`src/verilog/ivc_pkg.sv`:
```
// shared constants, types and the vector address function for the interrupt vector controller
// assumes one 100 MHz clock and a synchronous active-low reset in every user
package ivc_pkg;

    // source counts and field widths
    localparam int IRQ_MAX = 118;
    localparam int TRAP_NUM = 8;
    localparam int LVL_W = 3;
    localparam int IDX_W = 7;
    localparam int ADDR_W = 24;
    localparam int CNT_W = 4;

    // program memory word addresses of the vector area
    localparam logic [23:0] RESET_GOTO_ADDR = 24'h000000;
    localparam logic [23:0] RESET_TARGET_ADDR = 24'h000002;
    localparam logic [23:0] TRAP_BASE = 24'h000004;
    localparam logic [23:0] VEC0_BASE = 24'h000014;
    localparam logic [23:0] ALT_OFFSET = 24'h000100;
    localparam logic [23:0] CODE_START = 24'h000200;

    // trap slots: 0 reserved, 1 oscillator fail, 2 address error, 3 stack error, 4 math error, 5..7 reserved
    localparam logic [7:0] TRAP_IMPL = 8'h1e;
    localparam logic [2:0] TRAP_OSC_FAIL = 3'h1;
    localparam logic [2:0] TRAP_ADDR_ERR = 3'h2;
    localparam logic [2:0] TRAP_STACK_ERR = 3'h3;
    localparam logic [2:0] TRAP_MATH_ERR = 3'h4;

    // implemented interrupt request numbers of this variant
    localparam logic [117:0] IRQ_IMPL = 118'h20db3fef;

    // fixed latencies in clock cycles, independent of source
    localparam logic [3:0] ENTRY_CYCLES = 4'h4;
    localparam logic [3:0] RETURN_CYCLES = 4'h3;

    typedef enum logic [2:0] {ST_BOOT, ST_IDLE, ST_ENTRY, ST_SERVICE, ST_RETURN} ivc_phase_t;

    typedef struct packed {
        logic found;
        logic is_trap;
        logic [6:0] idx;
        logic [2:0] lvl;
    } ivc_win_t;

    typedef struct packed {
        ivc_phase_t phase;
        logic [3:0] cnt;
        ivc_win_t win;
        ivc_win_t taken;
        logic irq_out;
        logic vec_valid;
        logic [23:0] vec_addr;
        logic vec_is_trap;
        logic vec_is_reset;
        logic [6:0] vec_idx;
        logic irq_ack;
        logic trap_ack;
        logic [6:0] ack_idx;
        logic ret_done;
        logic busy;
    } ivc_state_t;

    localparam ivc_state_t STATE_RESET = '{phase: ST_BOOT, default: '0};

    // table base plus two words per slot; alternate table is the primary one shifted up
    function automatic logic [23:0] ivc_vec_addr(input logic alt, input logic is_trap, input logic [6:0] idx);
        logic [23:0] base;
        base = is_trap ? TRAP_BASE : VEC0_BASE;
        if (alt)
        begin
            base = base + ALT_OFFSET;
        end
        return base + {16'h0000, idx, 1'b0};
    endfunction

endpackage

```
`src/verilog/ivc_controller.sv`:
```
// interrupt vector controller: merges traps and interrupt requests into one cpu request
// and hands the cpu a vector address after a fixed entry latency
// assumes sources are synchronous to clk and drop their request after their ack pulse
`timescale 1ns/1ps

// What this block does
// all peripheral requests merge into one registered request toward the cpu
// seven user levels; level must exceed the cpu's current level to win
// up to eight trap slots, taken ahead of every ordinary interrupt
// vector area starts at word 000004h: 8 trap then 118 interrupt slots
// each vector address handed out is 24 bits wide
// lower table position outranks higher position among traps and within one user level
// equal user level resolved by fixed lowest index
// every source has its own vector slot
// only 20 interrupts and 4 traps are implemented; other slots ignored
// entry and return each take a fixed cycle count
// alternate table select moves every trap and interrupt vector into the alternate table
// alternate table keeps the same slot layout as the primary table
// reset bypasses arbitration; execution starts at address 0x000000
// trap slots from 0x000004: reserved, oscillator, address, stack, math, reserved
// interrupt 0 at 0x000014 primary, 0x000114 alternate
// reset goto at 0x000000, target at 0x000002, code from 0x000200
// vector address is table vector-0 base plus twice the request number
module ivc_controller #(
    parameter int NUM_IRQ = 118,
    parameter logic [NUM_IRQ-1:0] IRQ_IMPL_MASK = ivc_pkg::IRQ_IMPL[NUM_IRQ-1:0]
) (
    // clock and reset
    input wire logic clk,
    input wire logic rstn,
    // interrupt sources
    input wire logic [NUM_IRQ-1:0] irq_req,
    input wire logic [NUM_IRQ-1:0][2:0] irq_level,
    output logic irq_ack,
    // trap sources
    input wire logic [7:0] trap_req,
    output logic trap_ack,
    output logic [6:0] ack_idx,
    // configuration
    input wire logic alternate_table_select,
    // cpu side
    input wire logic [2:0] cpu_prio,
    input wire logic cpu_ack,
    input wire logic cpu_return,
    output logic cpu_irq,
    output logic vec_valid,
    output logic [23:0] vec_addr,
    output logic vec_is_trap,
    output logic vec_is_reset,
    output logic [6:0] vec_idx,
    output logic ret_done,
    output logic busy
);

    if (NUM_IRQ < 1 || NUM_IRQ > ivc_pkg::IRQ_MAX)
    begin : g_chk
        $error("ivc_controller: NUM_IRQ out of range");
    end

    localparam int ENTRY_LAT = int'(ivc_pkg::ENTRY_CYCLES);
    localparam int RET_LAT = int'(ivc_pkg::RETURN_CYCLES);
    // checks sample one edge after a registered pulse appears, so they look one cycle further
    localparam int ENTRY_SEEN = ENTRY_LAT + 1;
    localparam int RET_SEEN = RET_LAT + 1;

    ivc_pkg::ivc_state_t s;
    ivc_pkg::ivc_state_t next_s;

    logic arb_found;
    logic [6:0] arb_idx;
    logic [2:0] arb_lvl;
    logic [7:0] trap_pend;
    logic trap_any;
    logic [2:0] trap_idx;

    ivc_level_arb #(
        .N(NUM_IRQ),
        .IMPL(IRQ_IMPL_MASK)
    ) u_arb (
        .req(irq_req),
        .level(irq_level),
        .found(arb_found),
        .idx(arb_idx),
        .lvl(arb_lvl)
    );

    // only implemented trap slots count; reserved slots are dropped here
    assign trap_pend = trap_req & ivc_pkg::TRAP_IMPL;

    // lowest trap slot first
    always_comb
    begin
        trap_any = 1'b0;
        trap_idx = 3'h0;
        for (int i = ivc_pkg::TRAP_NUM - 1; i >= 0; i--)
        begin
            if (trap_pend[i])
            begin
                trap_any = 1'b1;
                trap_idx = 3'(i);
            end
        end
    end

    always_comb
    begin
        next_s = s;
        next_s.vec_valid = 1'b0;
        next_s.irq_ack = 1'b0;
        next_s.trap_ack = 1'b0;
        next_s.ret_done = 1'b0;
        next_s.win = '0;
        // traps sit above every user level and are not maskable
        if (trap_any)
        begin
            next_s.win.found = 1'b1;
            next_s.win.is_trap = 1'b1;
            next_s.win.idx = {4'h0, trap_idx};
            next_s.win.lvl = 3'h7;
        end
        else if (arb_found && arb_lvl > cpu_prio)
        begin
            next_s.win.found = 1'b1;
            next_s.win.idx = arb_idx;
            next_s.win.lvl = arb_lvl;
        end
        unique case (s.phase)
            ivc_pkg::ST_BOOT:
            begin
                // first cycle after reset points the cpu at the reset goto, no arbitration
                next_s.vec_valid = 1'b1;
                next_s.vec_addr = ivc_pkg::RESET_GOTO_ADDR;
                next_s.vec_is_reset = 1'b1;
                next_s.phase = ivc_pkg::ST_IDLE;
            end
            ivc_pkg::ST_IDLE:
            begin
                next_s.irq_out = next_s.win.found;
                // the request and the winner were registered together, so the ack takes that winner
                if (cpu_ack && s.irq_out)
                begin
                    next_s.taken = s.win;
                    next_s.irq_out = 1'b0;
                    next_s.irq_ack = !s.win.is_trap;
                    next_s.trap_ack = s.win.is_trap;
                    next_s.ack_idx = s.win.idx;
                    next_s.cnt = ivc_pkg::ENTRY_CYCLES - 4'h1;
                    next_s.busy = 1'b1;
                    next_s.phase = ivc_pkg::ST_ENTRY;
                end
            end
            ivc_pkg::ST_ENTRY:
            begin
                if (s.cnt == 4'h0)
                begin
                    // table select is sampled when the vector is formed
                    next_s.vec_valid = 1'b1;
                    next_s.vec_addr = ivc_pkg::ivc_vec_addr(alternate_table_select,
                        s.taken.is_trap, s.taken.idx);
                    next_s.vec_is_trap = s.taken.is_trap;
                    next_s.vec_is_reset = 1'b0;
                    next_s.vec_idx = s.taken.idx;
                    next_s.phase = ivc_pkg::ST_SERVICE;
                end
                else
                begin
                    next_s.cnt = s.cnt - 4'h1;
                end
            end
            ivc_pkg::ST_SERVICE:
            begin
                // no nesting: a newer request waits until the return completes
                if (cpu_return)
                begin
                    next_s.cnt = ivc_pkg::RETURN_CYCLES - 4'h1;
                    next_s.phase = ivc_pkg::ST_RETURN;
                end
            end
            ivc_pkg::ST_RETURN:
            begin
                if (s.cnt == 4'h0)
                begin
                    next_s.ret_done = 1'b1;
                    next_s.busy = 1'b0;
                    next_s.phase = ivc_pkg::ST_IDLE;
                end
                else
                begin
                    next_s.cnt = s.cnt - 4'h1;
                end
            end
            default:
            begin
                next_s.phase = ivc_pkg::ST_IDLE;
            end
        endcase
    end

    always_ff @(posedge clk)
    begin
        if (!rstn)
        begin
            s <= ivc_pkg::STATE_RESET;
        end
        else
        begin
            s <= next_s;
        end
    end

    assign cpu_irq = s.irq_out;
    assign vec_valid = s.vec_valid;
    assign vec_addr = s.vec_addr;
    assign vec_is_trap = s.vec_is_trap;
    assign vec_is_reset = s.vec_is_reset;
    assign vec_idx = s.vec_idx;
    assign irq_ack = s.irq_ack;
    assign trap_ack = s.trap_ack;
    assign ack_idx = s.ack_idx;
    assign ret_done = s.ret_done;
    assign busy = s.busy;

    // helper for the tie check: any eligible lower index at an equal or higher level
    logic tie_bad;

    always_comb
    begin
        tie_bad = 1'b0;
        for (int j = 0; j < NUM_IRQ; j++)
        begin
            if (arb_found && 7'(j) < arb_idx && IRQ_IMPL_MASK[j] && irq_req[j]
                && irq_level[j] != 3'h0 && irq_level[j] >= arb_lvl)
            begin
                tie_bad = 1'b1;
            end
        end
    end
endmodule

```
`src/verilog/ivc_level_arb.sv`:
```
// priority arbiter over the ordinary interrupt sources
// assumes levels 1..7 are active and 0 disables a source; purely combinational
`timescale 1ns/1ps

module ivc_level_arb #(
    parameter int N = 118,
    parameter logic [N-1:0] IMPL = '1
) (
    // requests and their user levels
    input wire logic [N-1:0] req,
    input wire logic [N-1:0][2:0] level,
    // winner
    output logic found,
    output logic [6:0] idx,
    output logic [2:0] lvl
);

    if (N < 1 || N > ivc_pkg::IRQ_MAX)
    begin : g_chk
        $error("ivc_level_arb: N out of range");
    end

    logic [N-1:0] eligible;

    // unimplemented slots can never win, whatever is driven on them
    for (genvar i = 0; i < N; i++)
    begin : g_elig
        assign eligible[i] = req[i] & IMPL[i] & (level[i] != 3'h0);
    end

    // scan from the top down with >= so the lowest index wins a tie
    always_comb
    begin
        found = 1'b0;
        idx = 7'h00;
        lvl = 3'h0;
        for (int i = N - 1; i >= 0; i--)
        begin
            if (eligible[i] && level[i] >= lvl)
            begin
                found = 1'b1;
                idx = 7'(i);
                lvl = level[i];
            end
        end
    end

endmodule

```
`config.mk`:
```
export PLATFORM = sky130hd
export DESIGN_NAME = ivc_controller
export DESIGN_NICKNAME = d
export VERILOG_FILES = /design/src/verilog/ivc_pkg.sv /design/src/verilog/ivc_controller.sv /design/src/verilog/ivc_level_arb.sv
export SDC_FILE = /design/constraint.sdc
export NUM_CORES = 1
export LEC_CHECK = 0
export BUFFER_PORTS_ARGS = -buffer_cell sky130_fd_sc_hd__buf_2
export CELL_PAD_IN_SITES_DETAIL_PLACEMENT = 1
export CELL_PAD_IN_SITES_GLOBAL_PLACEMENT = 1
export CORE_AREA = 2 2 207 209
export CTS_CLUSTER_DIAMETER = 150
export DETAILED_ROUTE_END_ITERATION = 6
export DIE_AREA = 0 0 209 211
export PLACE_DENSITY_LB_ADDON = 0.1
export SKIP_LAST_GASP = 1
export SLEW_MARGIN = 30
export SYNTH_ARGS = -nofsm -noshare
export SYNTH_HDL_FRONTEND = slang
export SYNTH_SLANG_ARGS = --single-unit
```
`constraint.sdc`:
```
create_clock -name clk -period 34.3 [get_ports clk]
set_clock_uncertainty 0.1 [all_clocks]
set_input_delay 1.715 -clock clk [delete_from_list [all_inputs] [get_ports clk]]
set_output_delay 1.715 -clock clk [all_outputs]
set_load 0.005 [all_outputs]
```
# Yosys cells after proc, flatten, opt, wreduce, memory -nomap -nowiden
# Index checks and enable logic that the tools add are counted.
# Widths: inputs -> output; s select.
[totals]
n_memories = 0
inputBits = 488
mem_bits_ro = 0
latchBits = 0
register_bits = 60
mem_bits_rw = 0
[op_classes]
n_reduce_logical = 59
mux = 91
n_shift = 0
div = 0
order_cmp = 21
n_eq_ne = 9
n_mul = 0
bitwise = 22
add_sub_neg = 3
[op_table]
columns = ["cell", "n"]
rows = [
  ["$mux 3", 33],
  ["$reduce_bool 3->1", 21],
  ["$ge 3x3->1", 19],
  ["$pmux 25 s2", 1],
  ["$mux 24", 2],
  ["$mux 5", 8],
  ["$mux 34", 1],
  ["$mux 1", 29],
  ["$mux 4", 7],
  ["$add 24x8->24", 1],
  ["$logic_and 1x1->1", 22],
  ["$and 1x1->1", 20],
  ["$reduce_or 16->1", 1],
  ["$mux 7", 2],
  ["$mux 6", 2],
  ["$pmux 3 s4", 1],
  ["$pmux 4 s3", 1],
  ["$add 5x9->10 const B", 1],
  ["$mux 10", 1],
  ["$ne 2x2->1 const B", 5],
  ["$reduce_or 10->1", 1],
  ["$reduce_and 2->1", 4],
  ["$reduce_and 4->1", 2],
  ["$eq 3x2->1 const B", 2],
  ["other kinds (14)", 18],
]

# Logic depth before layout (Yosys ltp)
[depth]
word_depth = 66
mapped_depth = 159
ltp_nobuf = 158

# Hierarchy
# Synthesis repeated with hierarchy kept, for this count alone.
[hier_totals]
cells_unflattened = 771
area_unflattened_um2 = 5622.9
[modules_own_cells]
columns = ["module", "cells_each", "seq_area_each_um2", "instances", "area_per_inst_um2"]
rows = [
  ["ivc_level_arb", 504, 0.0, 1, 3319.4],
  ["ivc_controller", 267, 940.9, 1, 2303.5],
]

# Worst setup path after synthesis
# OpenSTA, ideal clock, no wires.
[synth_timing]
path_kind = "input port to flip-flop"
startpoint = "in irq_level[89] in the netlist's numbering"
endpoint = "reg s[65] in the netlist's numbering"
arrival_ns = 29.086
cell_stages = 150
setup_ns = 0.078
path_buffers = 1
path_slack_ns = 5.036
cell_sequence = "nand2_1 > ha_1 > a21oi_1 > o21a_1 > nor2_1 > o21ai_0 > ha_1 > nand2b_1 > a31oi_1 > o22a_1 > o21ai_0 > o21ai_0 > ha_1 > nand2b_1 > a221o_1 > o21a_1 > maj3_2 > nand2_1 > [114 not listed] > mux2_2 > ha_1 > a21oi_1 > nor2b_1 > o21ai_0 > a21o_1 > nand2_1 > o22ai_1 > a21oi_1 > ha_1 > a21o_1 > a21oi_1 > a31oi_1 > and3_1 > nand2_1 > nor2_1 > nand4_1 > nor3_1"
[synth_via]
elab_chain_len = 65
elab_cells_between_ends = 93
cone_classes = "order compare (21); mux (47); bitwise (2); reduce/logical (23)"
[synth_rtl]
columns = ["item", "line_no", "rtl"]
rows = [
  ["start, declared", "ivc_controller.sv:33", "input wire logic [NUM_IRQ-1:0][2:0] irq_level,"],
  ["branches (longest 65 deep; another with $ge 3x1->1)", "-", ""],
  ["end signal, assigned", "ivc_controller.sv:203", "s <= ivc_pkg::STATE_RESET;"],
  ["end signal, assigned", "ivc_controller.sv:207", "s <= next_s;"],
  ["end, declared", "ivc_controller.sv:66", "ivc_pkg::ivc_state_t s;"],
]
# Parallel ways; which one is timed is not known.
# A chain may end at the register's enable or synchronous reset.

# Worst setup path in the final report
[layout_timing]
startpoint = "in irq_req[29]"
endpoint = "reg s[65] in the netlist's numbering"
[layout_via]
elab_chain_len = 64
elab_cells_between_ends = 91
cone_classes = "order compare (20); mux (47); bitwise (2); reduce/logical (22)"
[layout_rtl]
columns = ["item", "line_no", "rtl"]
rows = [
  ["start, declared", "ivc_controller.sv:32", "input wire logic [NUM_IRQ-1:0] irq_req,"],
  ["$and 1x1->1 (*)", "ivc_level_arb.sv:28", "assign eligible[i] = req[i] & IMPL[i] & (level[i] != 3'h0);"],
  ["$logic_and 1x1->1 (*)", "ivc_level_arb.sv:39", "if (eligible[i] && level[i] >= lvl)"],
  ["$mux 3", "ivc_level_arb.sv:39", ""],
  ["$ge 3x3->1", "ivc_level_arb.sv:39", ""],
  ["$logic_and 1x1->1", "ivc_level_arb.sv:39", ""],
  ["$mux 3", "ivc_level_arb.sv:39", ""],
  ["$ge 3x3->1", "ivc_level_arb.sv:39", ""],
  ["$logic_and 1x1->1", "ivc_level_arb.sv:39", ""],
  ["[48 not listed]", "-", ""],
  ["$mux 3", "ivc_level_arb.sv:39", ""],
  ["$ge 3x3->1", "ivc_level_arb.sv:39", ""],
  ["$logic_and 1x1->1", "ivc_level_arb.sv:39", ""],
  ["$mux 3", "ivc_level_arb.sv:39", ""],
  ["$gt 3x3->1", "ivc_controller.sv:121", "else if (arb_found && arb_lvl > cpu_prio)"],
  ["$logic_and 1x1->1", "ivc_controller.sv:121", ""],
  ["$not 1->1 (no line)", "-", ""],
  ["$reduce_or 16->1 (no line)", "-", ""],
]
# Every way passes the cells marked *; elsewhere a longest branch is shown, timed or not.

==> metrics.cfg <==
[timing]
slew_headroom_pct=50.5
timing.fmax_mhz=31.7
tightestPinTransition_ns=0.738
finalSetupTns_ns=0
slew_viol_final=0
hold_ws_ns=0.359
rsz0062_at_grt=no
min_period_ns=31.52
fin_crit_sh_pct=91.9
hold_viol=0
setup_viol=0

[drt]
drtIter0Drc=139
ant_nets=0
avgViaCountPerCell=3.98
via_count=5520
drt-total-wl_um=21700
wl_per_cell_um=15.6
drt-pass1-iter-count=4
drc=0

[critical_path]
crit_type=input pin to register
critPathSlowestCell=mux2_2
critPathMaxStageDelay_ns=0.45
path_common_cell=ha_1
critPathLaunchType=input pin
critPathCaptureType=register
critPathMaxFanout=7
cp.required_ns=34.40
arrival_ns=31.63

[synthesis]
synth_top_area_share_pct=15.4
synthCells=708
synth_area_leader_cell=dfxtp_1
async_reset_ff_share_pct=0
synth_top_family_by_area=compound AO/OA/AOI/OAI gates
synth_edf_count=0
synthXorXnorAreaFrac_pct=0.346
syn_area_sq_mm=0.00506
synthAdderAreaFrac_pct=10.1
synthSimpleGateAreaFrac_pct=25.4
avgSynthCellArea_sq_um=7.15
yosysSeqAreaShare_pct=15.4
muxShareOfSynthArea_pct=4.10
synth-main-ff-cell=dfxtp_1
synth_cell_types=84
synth_most_common_cell=nand2_1
synth.yosys.warnings=0
synth.ff_latch_count=39
synth_compound_gate_area_share_pct=34.6
synth_common_cells=nand2_1 (89), a21oi_1 (52), nor2_1 (52)
synth.top_cells.by_area=dfxtp_1 (15%), ha_1 (8.6%), nand2_1 (6.6%)

[clock_network]
path_clk_slew_ns=0.06
clockBufferDepth=2
clock_latency_ns=0.28
cts_tree=built
cts_max_level=2
root_buffer=clkbuf_16
hold_buffers=0
numCtsBuffers=5
cts.sinks=39

[cells_and_area]
post-route-util_pct=15.8
multi_input_area_sq_mm=0.00391
seqCellArea_sq_um=781
diodes=0
final_nets=1370
drive_gt1_share_pct=26.2
syn2layout_area_growth_pct=30.4
nFillCells=5085

[placement]
globalplace.congestion=0.713
io_buffer_count=116
place.detailed.hpwl_um=18900

[global_route]
grt_max_degree=21
overflow=0
grt_pass1_wl_um=33400
track_usage_pct=9.68
grt_antenna_before_repair=1
grt_pass1_vias=5722

[power_and_ir_drop]
seq_power_share_pct=21.1
power_frac_clock_pct=20.4
leakage_uw=0.00282
swShare_pct=40.7
p_comb_share_pct=58.4
power.density_mw_per_mm2=34.2
ir_drop_mv=0.0195
cellInternalPower_uw=134
p_sw_uw=92.0

[die]
die_h_um=211
die_w_um=209
design.core.area_sq_mm=0.0418
io_pins=534
dieArea_sq_mm=0.0441
rows=75
start_util_pct=12.1

[flow_run]
maxCapViolations=0

[run_status]
status=finished clean

[hold_path]
hold_path_class=register to register

-- power by group through the flow --
stage / clock [uW] / combinational [uW] / sequential [uW]
6_report: 46.2 / 132 / 47.8
5_1_grt: 50.3 / 152 / 48.0
4_1_cts: 49.0 / 131 / 47.8
3_5_place_dp: 0 / 130 / 48.8
3_3_place_gp: 0 / 131 / 48.9
2_1_floorplan: 0 / 82.2 / 48.1
-- cell usage in the layout, fill, tap and decap left out, types with 15 or more instances in the layout --
cell type and n:
a21oi_1 52, nand2_1 88, inv_1 44, nor2_1 51, ha_1 35, nand3_1 25
conb_1 21, o21a_1 15, buf_2 116, nand2b_1 21, buf_4 47, o21ai_0 33
dfxtp_1 39
-- path summary, 6_finish.rpt --
kind / startpoint / end / slack (ns) / cells past startpoint
worst min register to register: vec_is_reset$_SDFFE_PN0P_ / vec_is_reset$_SDFFE_PN0P_ / 0.36 / 2
worst max-delay path: irq_req[29] / s[65]$_SDFF_PP0_ / 2.78 / 154
worst min-delay path: vec_is_reset$_SDFFE_PN0P_ / vec_is_reset$_SDFFE_PN0P_ / 0.36 / 2
worst max register to register: s[70]$_SDFFE_PN0P_ / s[71]$_SDFFE_PN0P_ / 32.40 / 8
-- layer usage --
| layer | track usage (%) | vias to the layer above | share of wire, % |
|---|---|---|---|
| met4 | 1.40 | 2 | 0.71 |
| li1 | - | 2837 | - |
| met5 | 0 | - | 0.060 |
| met2 | 15.3 | 100 | 43 |
| met1 | 14.2 | 2572 | 53 |
| met3 | 1.23 | 9 | 3.2 |
-- flip-flops by register name (all words and copies together) (netlist names) --
signal	cells
trap_ack	1
s	14
vec_idx	5
irq_ack	1
vec_is_trap	1
vec_addr	7
vec_is_reset	1
cpu_irq	1
busy	1
ret_done	1
ack_idx	5
vec_valid	1
-- cell type report --
type	count	share of cell area [%]
Multi-Input combinational cell	594	59.2
Clock inverter	1	0.0758
Timing Repair Buffer	163	14.1
Tap cell	539	10.2
Clock buffer	6	2.10
Inverter	44	2.50
Sequential cell	39	11.8
-- kinds of logic (layout without fill, tap and decap cells) --
logic type,count (synthesis),count (layout)
AO/OA/AOI/OAI,244,244
buffers and inverters,95,214
adder cells (fa/ha/maj),42,42
AND/OR/NAND/NOR,266,266
flip-flops,39,39
multiplexers,19,19
other,1,21
XOR/XNOR,2,2
-- per-stage QoR --
step | power (uW) | instance area, sq um | instances | worst slack [ns]
CTS | 228 | 6520 | 1382 | 1.13
floorplan | 130 | 5140 | 728 | 5.04
detailed placement | 179 | 6370 | 1375 | 0.942
global route | 250 | 6610 | 1386 | 0.00286
global placement | 180 | 6370 | 1375 | 0.769
finish | 226 | 6610 | 1386 | 2.78
-- repair_timing --
action                     CTS  global route
resized for setup            0            18
hold endpoints to repair     0             0
setup endpoints to repair    0             6
buffers inserted             0             4
-- worst max-delay path, delay by kind of cell --
kind | cells | cell delay (ns)
simple gates | 51 | 7.57
buf+inv | 8 | 0.92
compound gates | 60 | 10.60
mux | 10 | 3.68
fa+ha+maj | 25 | 7.11
(Power assumes the default switching activity.)
